File: src/qcd_pkg.sv
package qcd_pkg;

	// register byte offsets on the 32-bit bus
	localparam logic [7:0] OFS_DIV   = 8'h14; // serial_clock_divider
	localparam logic [7:0] OFS_TXTHR = 8'h18; // tx_fifo_threshold
	localparam logic [7:0] OFS_RXTHR = 8'h1C; // rx_fifo_threshold
	localparam logic [7:0] OFS_TXLVL = 8'h20; // tx_fifo_fill_count
	localparam logic [7:0] OFS_CTRL  = 8'h40; // mode control
	localparam logic [7:0] OFS_STS   = 8'h44; // sticky event status, write one to clear
	localparam logic [7:0] OFS_MASK  = 8'h48; // event enables

	// field layout
	localparam int unsigned DIV_W     = 16; // divider_field width, bits 15:0
	localparam int unsigned THR_W     = 3;  // threshold and level field width
	localparam int unsigned THR_LSB   = 0;  // tx_empty_threshold / rx_full_threshold
	localparam int unsigned START_LSB = 16; // tx_start_level, bits 18:16
	localparam int unsigned CTRL_MST  = 0;  // master mode bit
	localparam int unsigned EV_W      = 2;  // number of event bits
	localparam int unsigned EV_TXE    = 0;  // tx fifo at or below threshold
	localparam int unsigned EV_RXF    = 1;  // rx fifo above threshold

	// reset values
	localparam logic [DIV_W-1:0] DIV_RST  = 16'h0000;
	localparam logic [THR_W-1:0] THR_RST  = 3'h0;
	localparam logic [EV_W-1:0]  MASK_RST = 2'h0;

	// fifo and bus sizing
	localparam int unsigned FIFO_DEPTH = 8;
	localparam int unsigned DATA_W     = 32;
	localparam int unsigned ADDR_W     = 8;

	// bus responses
	localparam logic [1:0] RESP_OKAY   = 2'h0;
	localparam logic [1:0] RESP_SLVERR = 2'h2;

	// write channel sequencing
	typedef enum logic [0:0] {
		WS_COLLECT = 1'b0,
		WS_RESP    = 1'b1
	} qcd_wstate_t;

endpackage

File: src/qcd_sclk_div.sv
`timescale 1ns/1ps
module qcd_sclk_div import qcd_pkg::*; #(
	parameter int unsigned DW = DIV_W
) (
	input  wire logic          clk,
	input  wire logic          srst,
	input  wire logic [DW-1:0] divisor,
	output logic               sclk_q
);
	// counter runs over half the divisor, so its width drops one bit
	typedef struct packed {
		logic [DW-2:0] cnt; // cycles since last edge
		logic          sclk; // serial clock level
	} qcd_div_st_t;

	qcd_div_st_t s_q;
	qcd_div_st_t s_d;
	logic [DW-2:0] half; // block cycles per half period

	if (DW < 2) begin : g_chk
		$error("divider width must be at least 2");
	end

	assign half = divisor[DW-1:1];
	assign sclk_q = s_q.sclk;

	// toggle once per half divisor; a stored zero parks the clock low
	always_comb begin
		s_d = s_q;
		if (half == '0) begin
			s_d.cnt = '0;
			s_d.sclk = 1'b0;
		end else if (s_q.cnt >= half - 1'b1) begin
			// >= rather than == so a smaller divisor written mid-count
			// cannot strand the counter past its end
			s_d.cnt = '0;
			s_d.sclk = ~s_q.sclk;
		end else begin
			s_d.cnt = s_q.cnt + 1'b1;
		end
	end

	// state register
	always_ff @(posedge clk) begin
		if (srst) begin
			s_q <= '0;
		end else begin
			s_q <= s_d;
		end
	end
endmodule

File: src/qcd_fifo.sv
`timescale 1ns/1ps
module qcd_fifo import qcd_pkg::*; #(
	parameter int unsigned WIDTH = DATA_W,
	parameter int unsigned DEPTH = FIFO_DEPTH,
	parameter int unsigned CW    = $clog2(DEPTH + 1)
) (
	input  wire logic             clk,
	input  wire logic             srst,
	input  wire logic             push,
	input  wire logic [WIDTH-1:0] push_data,
	input  wire logic             pop,
	output logic      [WIDTH-1:0] head,
	output logic      [CW-1:0]    count_q,
	output logic                  full_q,
	output logic                  empty_q
);
	localparam int unsigned PW = (DEPTH > 1) ? $clog2(DEPTH) : 1;

	// storage and pointers in one state word
	typedef struct packed {
		logic [DEPTH-1:0][WIDTH-1:0] mem;  // entries
		logic [PW-1:0]               wptr; // next slot to fill
		logic [PW-1:0]               rptr; // oldest entry
		logic [CW-1:0]               cnt;  // valid entries
		logic                        full;
		logic                        empty;
	} qcd_fifo_st_t;

	qcd_fifo_st_t s_q;
	qcd_fifo_st_t s_d;
	logic do_push; // push accepted
	logic do_pop;  // pop accepted

	if (DEPTH < 2) begin : g_chk
		$error("fifo depth must be at least 2");
	end

	// pointer wrap that works for depths that are not powers of two
	function automatic logic [PW-1:0] nxt(input logic [PW-1:0] p);
		nxt = (p == PW'(DEPTH - 1)) ? '0 : p + 1'b1;
	endfunction

	assign do_push = push && !s_q.full;   // push into a full fifo is dropped
	assign do_pop  = pop && !s_q.empty;   // pop from an empty fifo is dropped
	assign head    = s_q.mem[s_q.rptr];
	assign count_q = s_q.cnt;
	assign full_q  = s_q.full;
	assign empty_q = s_q.empty;

	// pointer and count update; push and pop in one cycle keep the count
	always_comb begin
		s_d = s_q;
		if (do_push) begin
			s_d.mem[s_q.wptr] = push_data;
			s_d.wptr = nxt(s_q.wptr);
		end
		if (do_pop) begin
			s_d.rptr = nxt(s_q.rptr);
		end
		if (do_push && !do_pop) begin
			s_d.cnt = s_q.cnt + 1'b1;
		end else if (do_pop && !do_push) begin
			s_d.cnt = s_q.cnt - 1'b1;
		end
		s_d.full  = (s_d.cnt == CW'(DEPTH));
		s_d.empty = (s_d.cnt == '0);
	end

	// state register
	always_ff @(posedge clk) begin
		if (srst) begin
			s_q <= '0;
			s_q.empty <= 1'b1;
		end else begin
			s_q <= s_d;
		end
	end
endmodule

File: src/qcd_top.sv
// Notes on behaviour
// - divider bit zero always stored as zero
// - divider zero stops the serial clock
// - serial clock equals block clock over divisor
// - tx threshold at or above depth ignored
// - tx empty event when level within threshold
// - master start waits for level above start
// - rx threshold above depth write ignored
// - rx full event at threshold plus one
// - tx fill level readable in three bits
`timescale 1ns/1ps
module qcd_top import qcd_pkg::*; #(
	parameter int unsigned DEPTH = FIFO_DEPTH, // entries per fifo
	parameter int unsigned DW    = DATA_W      // fifo word width
) (
	input  wire logic              MCLK,
	input  wire logic              SRST,
	input  wire logic [ADDR_W-1:0] AWADDR,
	input  wire logic              AWVALID,
	output logic                   AWREADY,
	input  wire logic [31:0]       WDATA,
	input  wire logic [3:0]        WSTRB,
	input  wire logic              WVALID,
	output logic                   WREADY,
	output logic      [1:0]        BRESP,
	output logic                   BVALID,
	input  wire logic              BREADY,
	input  wire logic [ADDR_W-1:0] ARADDR,
	input  wire logic              ARVALID,
	output logic                   ARREADY,
	output logic      [31:0]       RDATA,
	output logic      [1:0]        RRESP,
	output logic                   RVALID,
	input  wire logic              RREADY,
	input  wire logic              TX_PUSH,
	input  wire logic [DW-1:0]     TX_PUSH_DATA,
	output logic                   TX_FULL,
	input  wire logic              TX_POP,
	output logic      [DW-1:0]     TX_DATA,
	output logic                   TX_NOT_EMPTY,
	output logic                   TX_GO,
	input  wire logic              RX_PUSH,
	input  wire logic [DW-1:0]     RX_PUSH_DATA,
	output logic                   RX_FULL,
	input  wire logic              RX_POP,
	output logic      [DW-1:0]     RX_DATA,
	output logic                   RX_NOT_EMPTY,
	output logic                   SCLK_OUT,
	output logic                   IRQ
);
	localparam int unsigned CW = $clog2(DEPTH + 1); // fifo count width

	// the three-bit fields cannot address more than eight entries
	if (DEPTH < 2 || DEPTH > (1 << THR_W)) begin : g_chk
		$error("fifo depth must lie between 2 and 8");
	end

	// all block state
	typedef struct packed {
		qcd_wstate_t       wst;      // write channel phase
		logic              aw_hold;  // write address captured
		logic [ADDR_W-1:0] awaddr;
		logic              w_hold;   // write data captured
		logic [31:0]       wdata;
		logic [3:0]        wstrb;
		logic              awrdy;
		logic              wrdy;
		logic              bvalid;
		logic [1:0]        bresp;
		logic              arrdy;
		logic              rvalid;
		logic [31:0]       rdata;
		logic [1:0]        rresp;
		logic [DIV_W-1:0]  div;      // divider_field, always even
		logic [THR_W-1:0]  tx_thr;   // tx_empty_threshold
		logic [THR_W-1:0]  tx_start; // tx_start_level
		logic [THR_W-1:0]  rx_thr;   // rx_full_threshold
		logic              master;   // master operation
		logic [EV_W-1:0]   sts;      // sticky events
		logic [EV_W-1:0]   mask;     // event enables
		logic              irq;
		logic              tx_go;
		logic [DW-1:0]     tx_data;  // last word handed to the shifter
		logic [DW-1:0]     rx_data;  // last word handed to software side
	} qcd_st_t;

	qcd_st_t s_q;
	qcd_st_t s_d;

	logic [DW-1:0] tx_head;   // oldest tx entry
	logic [CW-1:0] tx_cnt;    // tx entries held
	logic          tx_full;
	logic          tx_empty;
	logic [DW-1:0] rx_head;   // oldest rx entry
	logic [CW-1:0] rx_cnt;    // rx entries held
	logic          rx_full;
	logic          rx_empty;
	logic          sclk;      // divider output flop

	// byte-lane merge of a write into a register's current word
	function automatic logic [31:0] merge(
		input logic [31:0] old,
		input logic [31:0] nw,
		input logic [3:0]  strb
	);
		for (int i = 0; i < 4; i++) begin
			merge[8*i +: 8] = strb[i] ? nw[8*i +: 8] : old[8*i +: 8];
		end
	endfunction

	// a threshold write is kept only if it fits the fifo depth
	function automatic logic thr_fits(
		input logic [THR_W-1:0] val,
		input logic             allow_eq
	);
		logic [CW-1:0] v;
		v = CW'(val);
		thr_fits = allow_eq ? (v <= CW'(DEPTH)) : (v < CW'(DEPTH));
	endfunction

	// transmit fifo, filled by the data register side, drained by the shifter
	qcd_fifo #(
		.WIDTH (DW),
		.DEPTH (DEPTH),
		.CW    (CW)
	) u_txf (
		.clk       (MCLK),
		.srst      (SRST),
		.push      (TX_PUSH),
		.push_data (TX_PUSH_DATA),
		.pop       (TX_POP),
		.head      (tx_head),
		.count_q   (tx_cnt),
		.full_q    (tx_full),
		.empty_q   (tx_empty)
	);

	// receive fifo, filled by the shifter, drained by the data register side
	qcd_fifo #(
		.WIDTH (DW),
		.DEPTH (DEPTH),
		.CW    (CW)
	) u_rxf (
		.clk       (MCLK),
		.srst      (SRST),
		.push      (RX_PUSH),
		.push_data (RX_PUSH_DATA),
		.pop       (RX_POP),
		.head      (rx_head),
		.count_q   (rx_cnt),
		.full_q    (rx_full),
		.empty_q   (rx_empty)
	);

	// serial clock generator, runs whenever the divisor is non-zero
	qcd_sclk_div #(
		.DW (DIV_W)
	) u_div (
		.clk     (MCLK),
		.srst    (SRST),
		.divisor (s_q.div),
		.sclk_q  (sclk)
	);

	// outputs straight from flops
	assign AWREADY      = s_q.awrdy;
	assign WREADY       = s_q.wrdy;
	assign BVALID       = s_q.bvalid;
	assign BRESP        = s_q.bresp;
	assign ARREADY      = s_q.arrdy;
	assign RVALID       = s_q.rvalid;
	assign RDATA        = s_q.rdata;
	assign RRESP        = s_q.rresp;
	assign TX_FULL      = tx_full;
	assign TX_NOT_EMPTY = !tx_empty;
	assign RX_FULL      = rx_full;
	assign RX_NOT_EMPTY = !rx_empty;
	assign TX_DATA      = s_q.tx_data;
	assign RX_DATA      = s_q.rx_data;
	assign TX_GO        = s_q.tx_go;
	assign SCLK_OUT     = sclk;
	assign IRQ          = s_q.irq;

	// bus slave, register file, events and transmit gating
	always_comb begin
		logic [31:0]     w;   // merged write word
		logic [EV_W-1:0] clr; // status bits written with one
		logic [EV_W-1:0] ev;  // event levels this cycle
		w   = '0;
		clr = '0;
		ev  = '0;
		s_d = s_q;

		// address and data are taken independently, in either order
		if (AWVALID && s_q.awrdy) begin
			s_d.aw_hold = 1'b1;
			s_d.awaddr  = AWADDR;
		end
		if (WVALID && s_q.wrdy) begin
			s_d.w_hold = 1'b1;
			s_d.wdata  = WDATA;
			s_d.wstrb  = WSTRB;
		end

		case (s_q.wst)
			WS_COLLECT: begin
				// both halves held: commit and answer next cycle
				if (s_q.aw_hold && s_q.w_hold) begin
					s_d.aw_hold = 1'b0;
					s_d.w_hold  = 1'b0;
					s_d.bvalid  = 1'b1;
					s_d.bresp   = RESP_OKAY;
					s_d.wst     = WS_RESP;
					case (s_q.awaddr)
						OFS_DIV: begin
							w = merge(32'(s_q.div), s_q.wdata, s_q.wstrb);
							s_d.div = {w[DIV_W-1:1], 1'b0};
						end
						OFS_TXTHR: begin
							w = merge({13'h0000, s_q.tx_start, 13'h0000, s_q.tx_thr},
								s_q.wdata, s_q.wstrb);
							// the start level is free; the threshold must fit
							if (thr_fits(w[THR_LSB +: THR_W], 1'b0)) begin
								s_d.tx_thr = w[THR_LSB +: THR_W];
							end
							s_d.tx_start = w[START_LSB +: THR_W];
						end
						OFS_RXTHR: begin
							w = merge(32'(s_q.rx_thr), s_q.wdata, s_q.wstrb);
							if (thr_fits(w[THR_LSB +: THR_W], 1'b1)) begin
								s_d.rx_thr = w[THR_LSB +: THR_W];
							end
						end
						OFS_TXLVL: begin
							// read-only level: write accepted and dropped
						end
						OFS_CTRL: begin
							w = merge(32'(s_q.master), s_q.wdata, s_q.wstrb);
							s_d.master = w[CTRL_MST];
						end
						OFS_STS: begin
							w = merge('0, s_q.wdata, s_q.wstrb);
							clr = w[EV_W-1:0];
						end
						OFS_MASK: begin
							w = merge(32'(s_q.mask), s_q.wdata, s_q.wstrb);
							s_d.mask = w[EV_W-1:0];
						end
						default: begin
							s_d.bresp = RESP_SLVERR; // unmapped, nothing stored
						end
					endcase
				end
			end
			WS_RESP: begin
				if (BREADY) begin
					s_d.bvalid = 1'b0;
					s_d.wst    = WS_COLLECT;
				end
			end
			default: begin
				s_d.wst = WS_COLLECT;
			end
		endcase
		// a held half blocks its own channel until the write response is accepted
		s_d.awrdy = !s_d.aw_hold && (s_d.wst == WS_COLLECT);
		s_d.wrdy  = !s_d.w_hold && (s_d.wst == WS_COLLECT);

		// reads answer one cycle after the address is taken
		if (ARVALID && s_q.arrdy) begin
			s_d.rvalid = 1'b1;
			s_d.rresp  = RESP_OKAY;
			case (ARADDR)
				OFS_DIV:   s_d.rdata = 32'(s_q.div);
				OFS_TXTHR: s_d.rdata = {13'h0000, s_q.tx_start, 13'h0000, s_q.tx_thr};
				OFS_RXTHR: s_d.rdata = 32'(s_q.rx_thr);
				// eight entries wrap to zero in the narrow field
				OFS_TXLVL: s_d.rdata = 32'(tx_cnt[THR_W-1:0]);
				OFS_CTRL:  s_d.rdata = 32'(s_q.master);
				OFS_STS:   s_d.rdata = 32'(s_q.sts);
				OFS_MASK:  s_d.rdata = 32'(s_q.mask);
				default: begin
					s_d.rdata = '0;
					s_d.rresp = RESP_SLVERR;
				end
			endcase
		end else if (s_q.rvalid && RREADY) begin
			s_d.rvalid = 1'b0;
		end
		s_d.arrdy = !s_d.rvalid;

		// event levels from the live fifo counts
		ev[EV_TXE] = (tx_cnt <= CW'(s_q.tx_thr));
		// compared as int so threshold plus one cannot wrap at any depth
		ev[EV_RXF] = (int'(rx_cnt) >= int'(s_q.rx_thr) + 1);
		// set beats clear so an event in the clearing cycle survives
		s_d.sts = (s_q.sts & ~clr) | ev;
		s_d.irq = |(s_d.sts & s_d.mask);

		// master waits for enough data; a slave is clocked by its partner
		if (s_d.master) begin
			// the start level is free, so it may be wider than a shallow count
			s_d.tx_go = (int'(tx_cnt) > int'(s_d.tx_start));
		end else begin
			s_d.tx_go = 1'b1;
		end

		// hand popped words over through a register
		if (TX_POP && !tx_empty) begin
			s_d.tx_data = tx_head;
		end
		if (RX_POP && !rx_empty) begin
			s_d.rx_data = rx_head;
		end
	end

	// state register
	always_ff @(posedge MCLK) begin
		if (SRST) begin
			s_q          <= '0;
			s_q.wst      <= WS_COLLECT;
			s_q.awrdy    <= 1'b1;
			s_q.wrdy     <= 1'b1;
			s_q.arrdy    <= 1'b1;
			s_q.div      <= DIV_RST;
			s_q.tx_thr   <= THR_RST;
			s_q.tx_start <= THR_RST;
			s_q.rx_thr   <= THR_RST;
			s_q.mask     <= MASK_RST;
		end else begin
			s_q <= s_d;
		end
	end
endmodule

File: config.mk
export PLATFORM = sky130hd
export DESIGN_NAME = qcd_top
export DESIGN_NICKNAME = d
export VERILOG_FILES = /design/src/qcd_pkg.sv /design/src/qcd_sclk_div.sv /design/src/qcd_fifo.sv /design/src/qcd_top.sv
export SDC_FILE = /design/constraint.sdc
export NUM_CORES = 2
export LEC_CHECK = 0
export BUFFER_PORTS_ARGS = -buffer_cell sky130_fd_sc_hd__buf_4
export CAP_MARGIN = 20
export CORE_ASPECT_RATIO = 2
export CORE_MARGIN = 10
export CORE_UTILIZATION = 55
export CTS_CLUSTER_DIAMETER = 120
export DETAILED_ROUTE_END_ITERATION = 16
export GPL_ROUTABILITY_DRIVEN = 0
export MAX_ROUTING_LAYER = met4
export PLACE_DENSITY = 0.74
export SLEW_MARGIN = 20
export SYNTH_ARGS = -nofsm -noshare
export SYNTH_HDL_FRONTEND = slang
export SYNTH_SLANG_ARGS = --single-unit
export TNS_END_PERCENT = 20
File: constraint.sdc
create_clock -name MCLK -period 9.6 [get_ports MCLK]
set_input_delay 1.92 -clock MCLK [delete_from_list [all_inputs] [get_ports MCLK]]
set_output_delay 1.92 -clock MCLK [all_outputs]
set_load 0.005 [all_outputs]
==> metrics.txt <==
#FFs+latches synth=706; Slew Viols, Final=0; Setup TNS=0 ns; I/O pin cnt=239; Worst Hold End=u_rxf.s_q[113]$_SDFFE_PP0P_; row count=122; CTS tree=yes; crit path time final=3.94 ns; register area=14100 µm²; Filler cells=4800; Static Leak=0.0115 µW; unrepaired setup endpoints after global routing=no; CTS Hold Bufs=0; H-tree depth=2; Resized cells post-CTS=0; number of synthesized flops with an enable pin=0; area of the core=55100 µm²; placed cell count=4163; gr usage total=25.3%; power per cell area=194 nW/µm²; worst skew pair latency=0.64 ns; post-synthesis cell count=3572; synth warn=0; Setup CP Type=input port to flip-flop; crit start category=input port; Pint=4780 µW; DIE HEIGHT=353 µm; Overflow after GRT=0; largest net degree at the start of global routing=220; sequential area share after synthesis=46.3%; I/O Buffers=209; initial antenna violation count=6; Detail Placement HPWL=51.5 mm; clock share of power=38.7%; Max Clk Rate=254 MHz; nets=3649; Worst R2R Path Depth=10; Setup Fix Bufs, Post-CTS=0; DR DRC count=0; Worst Hold Class=flip-flop to flip-flop; wire per inst=19.7 µm; vias per cell=5.70; Tightest Pin Transition=1.13 ns; Clock Pin Slew Worst Setup and Hold Paths=0.07 ns; FFs w/ async S/R, synth=0%; Synth Area per Inst=8.54 µm²; worst hold path depth=2; cts bufs inserted=60; HP Start=u_rxf.s_q[113]$_SDFFE_PP0P_; number of global-route vias before repair=23672; CP Capture Type=flip-flop; outcome=completed; Worst VDD drop=0.190 mV; MaxCap Viol Count=0; register share of total power=48.8%; Final period util=41.0%; 1st-iter DRT viols=1972; Die ar.=65900 µm²; Worst EP arrival=4.50 ns; Final Hold Viols=0; Rel. slew slack=24.1%; critical path fanouts, max=20; Critical Path RT=10.16 ns; Setup WS post-layout=5.66 ns; Vias=24401; total clock sinks=706; share of cells above drive strength 1=14.5%; Synth Cell Area=30500 µm²; first-pass GRT wire length=132 mm; Main synth FF type=dfxtp_1; Reg-to-Reg Start=s_q[84]$_SDFFE_PP0P_; pre-CTS setup slack=5.02 ns; post-layout util=60.8%; Routed Antenna Nets=0; Final Skew=0.0155 ns; Root Driver=clkbuf_16; TritonRoute pass-1 iters=7; Switching Fraction=26.4%; WL final=84.3 mm; Initial Utilization=55.4%; clk buf depth=3; Synth cell types=57; final setup vio count=0; area delta synth->final=9.82%; Gate power share=12.5%; sw power=1720 µW; final cell count without fillers=4280; reg2reg end=u_div.s_q[7]$_SDFF_PP0_; multi-input gate area in the final layout=14400 µm²; R2R Setup Slk=5.83 ns; Die W=187 µm
registers in the layout, indices dropped and copies added (netlist names), 4 cells and up:
name           cells
RDATA             19
RX_DATA           32
TX_DATA           32
s_q               62
u_div.s_q         15
u_rxf.count_q      4
u_rxf.s_q        262
u_txf.count_q      4
u_txf.s_q        262
layout make-up:
class / count / share of cell area (%)
clock inverters: 24 / 0.821
multi-input cells: 2441 / 43.0
flip-flops and latches: 706 / 42.2
inverters: 21 / 0.235
diodes: 7 / 0.0523
clock buffers: 86 / 5.19
well taps: 744 / 2.78
repair buffers: 251 / 5.72
how the worst max path moves through the flow:
stage / from / to / slack [ns] / depth (start not counted)
after floorplan: ARADDR[6] / RDATA[9]$_SDFFE_PP0P_ / 6.14 / 7
after global placement: TX_PUSH / u_txf.s_q[210]$_SDFFE_PP0P_ / 5.15 / 7
after detailed placement: RX_PUSH / u_rxf.s_q[122]$_SDFFE_PP0P_ / 5.02 / 7
after CTS: RX_PUSH / u_rxf.s_q[121]$_SDFFE_PP0P_ / 5.69 / 7
after global routing: RX_PUSH / u_rxf.s_q[121]$_SDFFE_PP0P_ / 5.52 / 7
final: RX_PUSH / u_rxf.s_q[121]$_SDFFE_PP0P_ / 5.66 / 7
logic make-up (layout without fill, tap and decap cells):
family	after synthesis	count (layout)	synth area share [%]
AND/OR/NAND/NOR	1430	1430	19.0
flip-flops	706	706	46.3
AO/OA/AOI/OAI	700	700	12.6
buffers and inverters	439	382	6.97
multiplexers	221	221	12.5
adder cells (fa/ha/maj)	41	41	1.68
XOR/XNOR	34	34	0.976
other	1	22	0.0123
layout by cell type, fill, tap and decap left out, types with 5 or more instances in the layout:
cell,n
clkbuf_8,12
a22o_1,14
ha_1,41
nand4b_1,5
nor3_2,5
inv_1,21
clkbuf_16,61
a22oi_1,9
nor2_1,157
a211oi_1,71
dfxtp_1,700
nand2b_1,11
nand4_1,9
clkbuf_1,13
diode_2,7
mux4_2,128
nor3_1,19
o21ai_0,9
nor4_1,8
xnor2_1,25
buf_4,248
mux2i_1,90
a21oi_1,570
conb_1,15
xor2_1,9
nor2b_1,11
clkinv_2,9
nand3b_1,8
or3_1,7
nand2_1,1117
nand3_1,30
power groups by stage:
stage,sequential [µW],clock [µW],combinational [µW]
after floorplan,3180,0,633
after global placement,3230,0,801
after detailed placement,3240,0,816
after CTS,3170,2550,818
after global routing,3190,2660,891
final,3170,2510,811
critical path, stage by stage:
cell and delay (ns):
buf_4 0.09, nor2b_1 0.57, nand2_1 0.25, nor3b_2 0.97, buf_4 0.46, nand2_1 0.10, a21oi_1 0.13
cells in the mapped netlist (3+ instances only):
| cell type | n | area [µm²] |
|---|---|---|
| a211oi_1 | 71 | 533 |
| a21oi_1 | 570 | 2850 |
| a22o_1 | 14 | 123 |
| a22oi_1 | 9 | 67.6 |
| a31o_2 | 3 | 26.3 |
| a32oi_1 | 3 | 26.3 |
| and2_1 | 3 | 18.8 |
| and3_1 | 4 | 25.0 |
| and3b_1 | 3 | 26.3 |
| and4_1 | 4 | 35.0 |
| buf_1 | 13 | 48.8 |
| buf_2 | 19 | 95.1 |
| buf_4 | 101 | 758 |
| clkbuf_1 | 225 | 845 |
| clkbuf_2 | 60 | 300 |
| dfxtp_1 | 706 | 14100 |
| ha_1 | 41 | 513 |
| inv_1 | 21 | 78.8 |
| mux2_2 | 3 | 33.8 |
| mux2i_1 | 90 | 901 |
| mux4_2 | 128 | 2880 |
| nand2_1 | 1119 | 4200 |
| nand2b_1 | 11 | 68.8 |
| nand3_1 | 30 | 150 |
| nand3b_1 | 8 | 60.1 |
| nand4_1 | 9 | 56.3 |
| nand4b_1 | 5 | 43.8 |
| nor2_1 | 159 | 597 |
| nor2b_1 | 13 | 81.3 |
| nor3_1 | 24 | 120 |
| nor3b_1 | 7 | 52.6 |
| nor4_1 | 10 | 62.6 |
| nor4b_1 | 4 | 35.0 |
| o211ai_1 | 3 | 22.5 |
| o21ai_0 | 9 | 45.0 |
| o22ai_1 | 4 | 25.0 |
| or3_1 | 8 | 50.1 |
| xnor2_1 | 25 | 219 |
| xor2_1 | 9 | 78.8 |
layer usage:
metal	part of all wire [%]	wire [µm]	global-route usage [%]
met5	0	0	-
met4	2.8	2390	9.16
met3	6.1	5120	3.88
met2	53	45000	45.6
met1	38	31800	27.7
through the flow:
step | cell area (µm²) | hold slack (ns) | total power, µW
detailed placement | 31500 | 0.443 | 4060
global route | 33500 | 0.464 | 6740
floorplan | 30600 | 0.426 | 3810
finish | 33500 | 0.450 | 6500
global placement | 31500 | 0.437 | 4040
CTS | 33500 | 0.452 | 6540
(Power assumes the default switching activity.)
